$ cat config.mk
export PLATFORM = sky130hd
export DESIGN_NAME = csrf_core_regs
export DESIGN_NICKNAME = d
export VERILOG_FILES = /design/src/hdl/csrf_pkg.sv /design/src/hdl/csrf_core_regs.sv /design/src/hdl/csrf_view_mask.sv /design/src/hdl/csrf_exc_check.sv
export SDC_FILE = /design/constraint.sdc
export NUM_CORES = 1
export LEC_CHECK = 0
export BUFFER_PORTS_ARGS = -buffer_cell sky130_fd_sc_hd__buf_2
export CORE_UTILIZATION = 35
export DETAILED_ROUTE_END_ITERATION = 10
export PLACE_DENSITY = 0.54
export RECOVER_POWER = 25
export SYNTH_ARGS = -nofsm -noshare
export SYNTH_HDL_FRONTEND = slang
export SYNTH_SLANG_ARGS = --single-unit
$ cat constraint.sdc
create_clock -name CLK_SYS -period 4.6 [get_ports CLK_SYS]
set_input_delay 1.15 -clock CLK_SYS [delete_from_list [all_inputs] [get_ports CLK_SYS]]
set_output_delay 1.15 -clock CLK_SYS [all_outputs]
set_load 0.05 [all_outputs]
$ cat src/hdl/csrf_pkg.sv
// constants, field layout and reset values for the core register set
package csrf_pkg;
	localparam int CSRF_XLEN = 32;
	localparam int CSRF_NUM_GP = 13;
	// register numbers
	localparam logic [3:0] CSRF_REG_SP = 4'hd;
	localparam logic [3:0] CSRF_REG_LINK = 4'he;
	localparam logic [3:0] CSRF_REG_PC = 4'hf;
	// vector table addresses
	localparam logic [31:0] CSRF_VEC_STACK_ADDR = 32'h0000_0000;
	localparam logic [31:0] CSRF_VEC_RESET_ADDR = 32'h0000_0004;
	// reset values
	localparam logic [31:0] CSRF_LINK_RESET = 32'h0fff_ffff;
	localparam logic [31:0] CSRF_STATUS_RESET = 32'h0100_0000;
	localparam logic [31:0] CSRF_ZERO = 32'h0000_0000;
	// flag, state and stack select bit positions
	localparam int CSRF_BIT_NEG = 31;
	localparam int CSRF_BIT_ZERO = 30;
	localparam int CSRF_BIT_CARRY = 29;
	localparam int CSRF_BIT_OVF = 28;
	localparam int CSRF_BIT_SAT = 27;
	localparam int CSRF_BIT_TSTATE = 24;
	localparam int CSRF_STACK_SEL_BIT = 1;
	// field masks of the combined status word
	localparam logic [31:0] CSRF_MASK_FLAGS = 32'hf80f_0000;
	localparam logic [31:0] CSRF_MASK_NUMBER = 32'h0000_01ff;
	localparam logic [31:0] CSRF_MASK_STATE = 32'h0700_fc00;
	localparam logic [31:0] CSRF_MASK_RESUME = 32'h0000_f000;
	localparam int CSRF_RESUME_LSB = 12;
	// exception numbers
	localparam logic [8:0] CSRF_EXC_THREAD = 9'h000;
	localparam logic [8:0] CSRF_EXC_NMI = 9'h002;
	localparam logic [8:0] CSRF_EXC_HARD = 9'h003;
	localparam logic [8:0] CSRF_EXC_MEM = 9'h004;
	localparam logic [8:0] CSRF_EXC_BUS = 9'h005;
	localparam logic [8:0] CSRF_EXC_USAGE = 9'h006;
	localparam logic [8:0] CSRF_EXC_SVC = 9'h00b;
	localparam logic [8:0] CSRF_EXC_PENDED_SERVICE_EXCEPTION = 9'h00e;
	localparam logic [8:0] CSRF_EXC_TICK = 9'h00f;
	localparam logic [8:0] CSRF_EXC_IRQ_FIRST = 9'h010;
	localparam logic [8:0] CSRF_EXC_IRQ_LAST = 9'h02d;
	// status view selectors: bit 0 flags, bit 1 number, bit 2 state
	typedef enum logic [2:0] {
		CSRF_VIEW_NONE = 3'h0,
		CSRF_VIEW_FLAGS = 3'h1,
		CSRF_VIEW_NUMBER = 3'h2,
		CSRF_VIEW_FLAGS_NUMBER = 3'h3,
		CSRF_VIEW_STATE = 3'h4,
		CSRF_VIEW_FLAGS_STATE = 3'h5,
		CSRF_VIEW_NUMBER_STATE = 3'h6,
		CSRF_VIEW_ALL = 3'h7
	} csrf_view_t;
endpackage : csrf_pkg

$ cat src/hdl/csrf_core_regs.sv
// core register set: general registers, banked stacks, link, counter, status
// Function
// RQ1: thirteen 32-bit general registers, reset undefined
// RQ2: register 13 picks stack by select bit
// RQ3: reset loads main stack from word zero
// RQ4: reset loads link register with printed value
// RQ5: reset loads program counter from word four
// RQ6: reset vector bit 0 sets state bit
// RQ7: status word combines three disjoint sub-fields
// RQ8: status moves touch only named views
// RQ9: writes never change exception number
// RQ10: state field reads zero, ignores writes
// RQ11: negative, zero, overflow flags at 31,30,28
// RQ12: carry flag at bit 29
// RQ13: saturation flag sticky until software clears
// RQ14: lane compare flags at bits 19:16
// RQ15: exception number encoding in bits 8:0
// RQ16: state bit 24, block state 26:25,15:10
// RQ17: entry stacks full status with state bits
// RQ18: privileged access for main stack, views, control
// RQ19: handler mode always uses main stack
// RQ20: interrupted multiple transfer records next operand
// RQ21: stack select reads zero in handler mode
// RQ22: reserved status bits read zero
// RQ23: hardware keeps exception number current
module csrf_core_regs
	import csrf_pkg::*;
#(
	parameter int NUM_GP = CSRF_NUM_GP
)
(
	input wire logic CLK_SYS,
	input wire logic RST_B,
	// vector fetch port for the reset sequence
	output logic VEC_REQ,
	output logic [31:0] VEC_ADDR,
	input wire logic VEC_VALID,
	input wire logic [31:0] VEC_DATA,
	output logic CORE_READY,
	// execution privilege of the current instruction
	input wire logic PRIV,
	// register read
	input wire logic RD_EN,
	input wire logic [3:0] RD_SEL,
	output logic [31:0] RD_DATA,
	output logic RD_ERR,
	// register write
	input wire logic WR_EN,
	input wire logic [3:0] WR_SEL,
	input wire logic [31:0] WR_DATA,
	output logic WR_ERR,
	// program counter advance and link update
	input wire logic PC_LOAD,
	input wire logic [31:0] PC_NEXT,
	input wire logic LINK_LOAD,
	input wire logic [31:0] LINK_NEXT,
	// status move instructions
	input wire logic STAT_RD_EN,
	input wire logic STAT_WR_EN,
	input wire logic [2:0] STAT_VIEW,
	input wire logic [31:0] STAT_WR_DATA,
	output logic [31:0] STAT_RD_DATA,
	output logic STAT_ERR,
	// control register stack select
	input wire logic CTRL_WR_EN,
	input wire logic CTRL_WR_SEL,
	output logic STACK_SEL,
	// flag results from the datapath
	input wire logic FLAG_NZCV_EN,
	input wire logic FLAG_NEG,
	input wire logic FLAG_ZERO,
	input wire logic FLAG_CARRY,
	input wire logic FLAG_OVF,
	input wire logic FLAG_LANE_EN,
	input wire logic [3:0] FLAG_LANE,
	input wire logic SAT_HIT,
	// execution state updates
	input wire logic STATE_WR_EN,
	input wire logic [31:0] STATE_WR_DATA,
	input wire logic RESUME_SAVE,
	input wire logic [3:0] RESUME_OPERAND,
	// exception entry and return
	input wire logic EXC_ENTRY,
	input wire logic [8:0] EXC_NUMBER,
	input wire logic EXC_RETURN,
	input wire logic [31:0] EXC_RESTORE_STATUS,
	input wire logic EXC_RESTORE_SEL,
	output logic [31:0] STACKED_STATUS,
	output logic [31:0] STATUS,
	output logic HANDLER_MODE,
	output logic EXC_NUMBER_BAD
);
	initial
	begin
		if (NUM_GP != CSRF_NUM_GP)
			$error("csrf_core_regs: NUM_GP must be thirteen");
	end

	typedef enum {
		CSRF_ST_FETCH_SP,
		CSRF_ST_FETCH_PC,
		CSRF_ST_RUN
	} csrf_boot_t;

	csrf_boot_t boot_state;
	logic [31:0] gp_regs [NUM_GP];
	logic [31:0] main_sp;
	logic [31:0] proc_sp;
	logic [31:0] link;
	logic [31:0] pc;
	logic [31:0] flags;
	logic [8:0] exc_num;
	logic [31:0] exec_state;
	logic stack_sel;
	logic use_proc;
	logic in_handler;
	logic [31:0] full_status;
	logic [31:0] rd_mask;
	logic [31:0] wr_mask;
	logic exc_ok;
	logic running;
	logic next_sat;
	logic gp_wr;
	logic sp_denied;
	logic stat_wr_ok;

	assign running = (boot_state == CSRF_ST_RUN);
	assign in_handler = (exc_num != CSRF_EXC_THREAD);
	// handler mode forces the main stack whatever the select bit says
	assign use_proc = stack_sel && !in_handler; // RQ2 RQ19
	// disjoint fields; reserved positions are held at zero by the masks
	assign full_status = (flags & CSRF_MASK_FLAGS) | {23'h000000, exc_num}
		| (exec_state & CSRF_MASK_STATE); // RQ7 RQ22
	// the main stack needs privilege only when register 13 resolves to it
	assign sp_denied = !PRIV && !use_proc;
	assign gp_wr = WR_EN && running && WR_SEL < CSRF_REG_SP;
	// an unprivileged write through a view naming number or state is refused whole
	assign stat_wr_ok = STAT_WR_EN && running && (PRIV || STAT_VIEW[2:1] == 2'b00); // RQ18

	csrf_view_mask u_view_mask (
		.view(STAT_VIEW),
		.read_mask(rd_mask),
		.write_mask(wr_mask)
	);

	csrf_exc_check u_exc_check (
		.number(EXC_NUMBER),
		.valid(exc_ok)
	);

	// reset sequence: stack word first, then reset vector
	always_ff @(posedge CLK_SYS or negedge RST_B)
	begin
		if (!RST_B)
			boot_state <= CSRF_ST_FETCH_SP;
		else
		begin
			case (boot_state)
				CSRF_ST_FETCH_SP:
					if (VEC_VALID)
						boot_state <= CSRF_ST_FETCH_PC;
				CSRF_ST_FETCH_PC:
					if (VEC_VALID)
						boot_state <= CSRF_ST_RUN;
				default:
					boot_state <= CSRF_ST_RUN;
			endcase
		end
	end

	// vector request outputs registered ahead of the state they serve
	always_ff @(posedge CLK_SYS or negedge RST_B)
	begin
		if (!RST_B)
		begin
			VEC_REQ <= 1'b1;
			VEC_ADDR <= CSRF_VEC_STACK_ADDR; // RQ3
			CORE_READY <= 1'b0;
		end
		else
		begin
			VEC_REQ <= !(boot_state == CSRF_ST_RUN
				|| (boot_state == CSRF_ST_FETCH_PC && VEC_VALID));
			if (boot_state == CSRF_ST_FETCH_SP && VEC_VALID)
				VEC_ADDR <= CSRF_VEC_RESET_ADDR; // RQ5
			CORE_READY <= boot_state == CSRF_ST_RUN
				|| (boot_state == CSRF_ST_FETCH_PC && VEC_VALID);
		end
	end

	// general registers: no reset, contents undefined until written
	genvar gi;
	generate
		for (gi = 0; gi < NUM_GP; gi++)
		begin : g_gp
			always_ff @(posedge CLK_SYS)
			begin
				if (gp_wr && WR_SEL == 4'(gi))
					gp_regs[gi] <= WR_DATA; // RQ1
			end
		end
	endgenerate

	// banked stack pointers; main stack comes from the table at reset
	always_ff @(posedge CLK_SYS or negedge RST_B)
	begin
		if (!RST_B)
			main_sp <= CSRF_ZERO;
		else if (boot_state == CSRF_ST_FETCH_SP && VEC_VALID)
			main_sp <= VEC_DATA; // RQ3
		else if (WR_EN && running && WR_SEL == CSRF_REG_SP && !use_proc && PRIV)
			main_sp <= WR_DATA; // RQ18
	end

	always_ff @(posedge CLK_SYS)
	begin
		if (WR_EN && running && WR_SEL == CSRF_REG_SP && use_proc)
			proc_sp <= WR_DATA; // RQ2
	end

	// link register
	always_ff @(posedge CLK_SYS or negedge RST_B)
	begin
		if (!RST_B)
			link <= CSRF_LINK_RESET; // RQ4
		else if (LINK_LOAD && running)
			link <= LINK_NEXT;
		else if (WR_EN && running && WR_SEL == CSRF_REG_LINK)
			link <= WR_DATA;
	end

	// program counter, loaded from the reset vector
	always_ff @(posedge CLK_SYS or negedge RST_B)
	begin
		if (!RST_B)
			pc <= CSRF_ZERO;
		else if (boot_state == CSRF_ST_FETCH_PC && VEC_VALID)
			pc <= VEC_DATA; // RQ5
		else if (WR_EN && running && WR_SEL == CSRF_REG_PC)
			pc <= WR_DATA;
		else if (PC_LOAD && running)
			pc <= PC_NEXT;
	end

	// stack select; writes ignored in handler mode, restored on return
	always_ff @(posedge CLK_SYS or negedge RST_B)
	begin
		if (!RST_B)
			stack_sel <= 1'b0; // RQ2
		else if (EXC_RETURN)
			stack_sel <= EXC_RESTORE_SEL;
		else if (CTRL_WR_EN && PRIV && !in_handler)
			stack_sel <= CTRL_WR_SEL; // RQ21 RQ18
	end

	// saturation: a hit in the same cycle as a software clear wins
	always_comb
	begin
		next_sat = flags[CSRF_BIT_SAT];
		if (EXC_RETURN)
			next_sat = EXC_RESTORE_STATUS[CSRF_BIT_SAT];
		else if (stat_wr_ok && wr_mask[CSRF_BIT_SAT])
			next_sat = STAT_WR_DATA[CSRF_BIT_SAT];
		if (SAT_HIT)
			next_sat = 1'b1; // RQ13
	end

	// arithmetic flags: datapath results beat a same-cycle status write
	always_ff @(posedge CLK_SYS or negedge RST_B)
	begin
		if (!RST_B)
			flags <= CSRF_ZERO;
		else
		begin
			if (EXC_RETURN)
				flags <= EXC_RESTORE_STATUS & CSRF_MASK_FLAGS;
			else if (stat_wr_ok)
				flags <= (flags & ~wr_mask) | (STAT_WR_DATA & wr_mask); // RQ8 RQ22
			if (FLAG_NZCV_EN)
			begin
				flags[CSRF_BIT_NEG] <= FLAG_NEG; // RQ11
				flags[CSRF_BIT_ZERO] <= FLAG_ZERO; // RQ11
				flags[CSRF_BIT_CARRY] <= FLAG_CARRY; // RQ12
				flags[CSRF_BIT_OVF] <= FLAG_OVF; // RQ11
			end
			if (FLAG_LANE_EN)
				flags[19:16] <= FLAG_LANE; // RQ14
			flags[CSRF_BIT_SAT] <= next_sat; // RQ13
		end
	end

	// exception number changes only by entry and return, never by a write
	always_ff @(posedge CLK_SYS or negedge RST_B)
	begin
		if (!RST_B)
			exc_num <= CSRF_EXC_THREAD;
		else if (EXC_ENTRY && exc_ok)
			exc_num <= EXC_NUMBER; // RQ23 RQ15 RQ9
		else if (EXC_RETURN)
			exc_num <= EXC_RESTORE_STATUS[8:0]; // RQ23
	end

	// execution state: vector bit 0 gives the state bit at reset
	always_ff @(posedge CLK_SYS or negedge RST_B)
	begin
		if (!RST_B)
			exec_state <= CSRF_STATUS_RESET;
		else if (boot_state == CSRF_ST_FETCH_PC && VEC_VALID)
		begin
			exec_state <= CSRF_ZERO;
			exec_state[CSRF_BIT_TSTATE] <= VEC_DATA[0]; // RQ6
		end
		else if (EXC_RETURN)
			exec_state <= EXC_RESTORE_STATUS & CSRF_MASK_STATE; // RQ16
		else if (RESUME_SAVE)
			// block-state bits outside the operand field 15:12 are zero while a transfer is held
			exec_state <= (32'(RESUME_OPERAND) << CSRF_RESUME_LSB)
				| (exec_state & (32'(1) << CSRF_BIT_TSTATE)); // RQ20
		else if (STATE_WR_EN)
			exec_state <= STATE_WR_DATA & CSRF_MASK_STATE; // RQ16
	end

	// register read port; main stack needs privilege
	always_ff @(posedge CLK_SYS or negedge RST_B)
	begin
		if (!RST_B)
		begin
			RD_DATA <= CSRF_ZERO;
			RD_ERR <= 1'b0;
		end
		else if (RD_EN)
		begin
			RD_ERR <= 1'b0;
			if (RD_SEL < CSRF_REG_SP)
				RD_DATA <= gp_regs[RD_SEL];
			else if (RD_SEL == CSRF_REG_SP)
			begin
				RD_DATA <= use_proc ? proc_sp : (sp_denied ? CSRF_ZERO : main_sp);
				RD_ERR <= sp_denied; // RQ18
			end
			else if (RD_SEL == CSRF_REG_LINK)
				RD_DATA <= link;
			else
				RD_DATA <= pc;
		end
	end

	// write refusal report for register 13
	always_ff @(posedge CLK_SYS or negedge RST_B)
	begin
		if (!RST_B)
			WR_ERR <= 1'b0;
		else
			WR_ERR <= WR_EN && running && WR_SEL == CSRF_REG_SP && sp_denied; // RQ18
	end

	// status read through a view; state bits always read zero
	always_ff @(posedge CLK_SYS or negedge RST_B)
	begin
		if (!RST_B)
		begin
			STAT_RD_DATA <= CSRF_ZERO;
			STAT_ERR <= 1'b0;
		end
		else
		begin
			STAT_ERR <= (STAT_RD_EN || STAT_WR_EN) && !PRIV && STAT_VIEW[2:1] != 2'b00; // RQ18
			if (STAT_RD_EN)
				STAT_RD_DATA <= full_status & rd_mask
					& ((PRIV || STAT_VIEW[2:1] == 2'b00) ? 32'hffff_ffff : CSRF_ZERO); // RQ10 RQ8
		end
	end

	// stacked copy at entry includes execution state
	always_ff @(posedge CLK_SYS or negedge RST_B)
	begin
		if (!RST_B)
			STACKED_STATUS <= CSRF_ZERO;
		else if (EXC_ENTRY)
			STACKED_STATUS <= full_status; // RQ17
	end

	// status and mode mirrors
	always_ff @(posedge CLK_SYS or negedge RST_B)
	begin
		if (!RST_B)
		begin
			STATUS <= CSRF_STATUS_RESET;
			HANDLER_MODE <= 1'b0;
			STACK_SEL <= 1'b0;
			EXC_NUMBER_BAD <= 1'b0;
		end
		else
		begin
			STATUS <= full_status;
			HANDLER_MODE <= in_handler;
			STACK_SEL <= stack_sel && !in_handler; // RQ21
			EXC_NUMBER_BAD <= EXC_ENTRY && !exc_ok;
		end
	end
endmodule : csrf_core_regs

$ cat src/hdl/csrf_view_mask.sv
// field masks for a named status view, separately for reads and writes
module csrf_view_mask
	import csrf_pkg::*;
(
	input wire logic [2:0] view,
	output logic [31:0] read_mask,
	output logic [31:0] write_mask
);
	// state bits never show or take writes; number bits never take writes
	always_comb
	begin
		read_mask = CSRF_ZERO;
		write_mask = CSRF_ZERO;
		if (view[0])
		begin
			read_mask = read_mask | CSRF_MASK_FLAGS;
			write_mask = CSRF_MASK_FLAGS;
		end
		if (view[1])
			read_mask = read_mask | CSRF_MASK_NUMBER;
	end
endmodule : csrf_view_mask

$ cat src/hdl/csrf_exc_check.sv
// classifies an exception number as defined or reserved
module csrf_exc_check
	import csrf_pkg::*;
(
	input wire logic [8:0] number,
	output logic valid
);
	always_comb
	begin
		valid = 1'b0;
		if (number >= CSRF_EXC_IRQ_FIRST && number <= CSRF_EXC_IRQ_LAST)
			valid = 1'b1;
		else if (number == CSRF_EXC_THREAD || number == CSRF_EXC_NMI || number == CSRF_EXC_HARD
			|| number == CSRF_EXC_MEM || number == CSRF_EXC_BUS || number == CSRF_EXC_USAGE
			|| number == CSRF_EXC_SVC || number == CSRF_EXC_PENDED_SERVICE_EXCEPTION || number == CSRF_EXC_TICK)
			valid = 1'b1;
	end
endmodule : csrf_exc_check

==> metrics <==
Slew @ Worst Pin 992 ps; Seq/Total Area, Yosys between 60% and 70%; Final Max Slew Viols 0; FFs w/ async S/R, synth a little over a third; Reg clk slew, reported paths ~60 ps; first-pass GRT wire length roughly 130 mm; post-synth top area cell edfxtp_1; clock root cell clkbuf_16; endpoint class of the critical path flop; GRT Overall Usage between 20% and 30%; PostCTS Resize Cnt 0; Num CTS Buffers a little under 80; Slew headroom 33.8%; Fin. Hold Viols 0; final wirelength 89.2 mm; final period utilization approximately two thirds; highest layer used for signal routing met5; TNS Setup 0 ps; fmax 331 MHz; power density over the cells approximately 470 nW/um^2; share of layout cells above drive strength 1 23.9%; crit path max-delay cell type nand3_1; Yosys top cell area share 46.8%; worst path cell trace buf_4, inv_1, nand3_1, buf_4, o21ai_0, nor3_1, a211oi_1; Placement Setup Slack 925 ps; CTS sink count 687; Hold/Removal Path Class reg2reg; cells after synthesis 2117; largest net degree at the start of global routing 118; CTS tree done; WP data arrival 3540 ps; crit-path max FO 28; violations in the final reports design-rule violations; VDD IR max 0.294 mV; Synth cell types 59; initial antenna violation count 12; Worst setup SP type primary input; final setup fails 0; Synth Warn # 0; hold slack final 390 ps; Clock Path Buffers 3; total number of vias between 15000 and 20000; Initial DRC Count ~1500; Cell Area, Synth 28700 sq um; Metal-1 WL 37.9 mm; Leakage Power approximately 13 nW; top-count cell post-synth edfxtp_1; Setup Fix Bufs, Post-CTS 0; Reg area between 15000 and 20000 sq um; Post-CTS Hold Buffers 0; post-DP HPWL 57.3 mm; Die Wd 288 um; Max-Cap Viols 0; CP dominant cell by count buf_4; top post-synthesis cells by count edfxtp_1 (448), mux2i_1 (211), dfrtp_1 (208); Clock Skews roughly 33 ps; insertion delay to the later sink of the worst-skew pair 630 ps; die area 83200 sq um; H-Tree Depth 3; row cnt 104; Nets 2730; Routed met2 length 42.9 mm; Required @ worst endpoint 5120 ps; Avg Cell Area, Syn 13.6 sq um; initial core utilization 35.5%; RSZ-0062 raised after global routing false; top_reg_cell synth edfxtp_1; status finished, violations left; Avg WL per Cell 24.9 um; number of flops mapped to enable cells by yosys 448; Post-DRT Antenna Nets 0; die height just under 300 um; Area Growth Syn to Fin 18.8%; area of the multi-input gates 8370 sq um; min Tclk post-route between 3000 and 4000 ps; PortBufs 337; Crit Path Category in2reg; Top Ports 444; met3 routed WL 6.16 mm; grt ovf 0; Setup WS post-layout 1580 ps; DR pass1 iterations 8; Routability Congestion 0.888; Seq cells post-synth 687; FILL cells between 7000 and 8000; dominant cells by area after synthesis edfxtp_1 (47%), dfrtp_1 (18%), mux2i_1 (7.4%); post-layout util 42.2%; drc violations 32; Core Area 80800 sq um; mean number of vias per cell 5.35; vias in the first global route 19587; CP max stage delay 630 ps
registers in the layout, indices dropped and copies added (netlist names), 2 cells and up:
name            flops
STATUS             27
link               32
gp_regs           416
exec_state          9
RD_DATA            32
pc                 32
boot_state          2
STAT_RD_DATA       18
proc_sp            32
main_sp            32
flags               9
STACKED_STATUS     27
exc_num             9
area by class of cell:
class	count	area share (%)
Clock inverter	40	1.44
Timing Repair Buffer	404	6.74
Clock buffer	103	6.05
Multi-Input combinational cell	1257	24.5
Inverter	27	0.297
Tap cell	1060	3.89
Antenna cell	2	0.0147
Sequential cell	687	57.1
metal layers:
metal,global-route usage (%),up-vias
met1,28.2,9734
met3,4.53,130
met5,0,-
met2,35.3,726
met4,6.03,10
li1,-,8536
power breakdown:
| group | switching (mW) | internal (mW) |
|---|---|---|
| clock network | 2.53 | 3.69 |
| logic | 1.60 | 0.709 |
| registers | 0.309 | 7.21 |
critical path: cells and delay by family:
kind            cells  cell delay (ps)
simple gates        2              730
buf+inv             3             1220
compound gates      2              390
kinds of logic after synthesis:
group,synth area share [%]
buffers and inverters,4.34
XOR/XNOR,0.0305
other,0.0131
multiplexers,8.88
flip-flops,67.8
AND/OR/NAND/NOR,7.87
AO/OA/AOI/OAI,11.1
stage by stage:
stage	cell area [sq um]	power [mW]	std cells
after global routing	34100	16.7	3578
after detailed placement	31600	9.96	3435
final	34100	16.0	3580
after CTS	34200	16.2	3578
after global placement	31600	9.90	3435
after floorplan	28900	9.11	2171
placed cells by master (no fill, tap or decap), types with 55 or more instances in the layout:
cell / n
nand2_1: 169
nor2_1: 117
dfrtp_1: 208
conb_1: 55
o21ai_0: 132
buf_2: 305
nor2b_1: 65
a21oi_1: 83
edfxtp_1: 448
clkbuf_16: 78
buf_4: 59
mux2i_1: 211
path summary, 6_finish.rpt:
path                                start           to  slack [ps]  cells after the start
max                             RD_SEL[2]  RD_DATA[26]        1580                      7
min                        exec_state[24]   STATUS[24]         390                      0
max reg2reg                 boot_state[0]  main_sp[29]        1900                      6
min reg2reg                exec_state[24]   STATUS[24]         390                      0
max in group asynchronous           RST_B      link[0]        3030                      2
min in group asynchronous           RST_B   CORE_READY         600                      1
(Power assumes the default switching activity.)
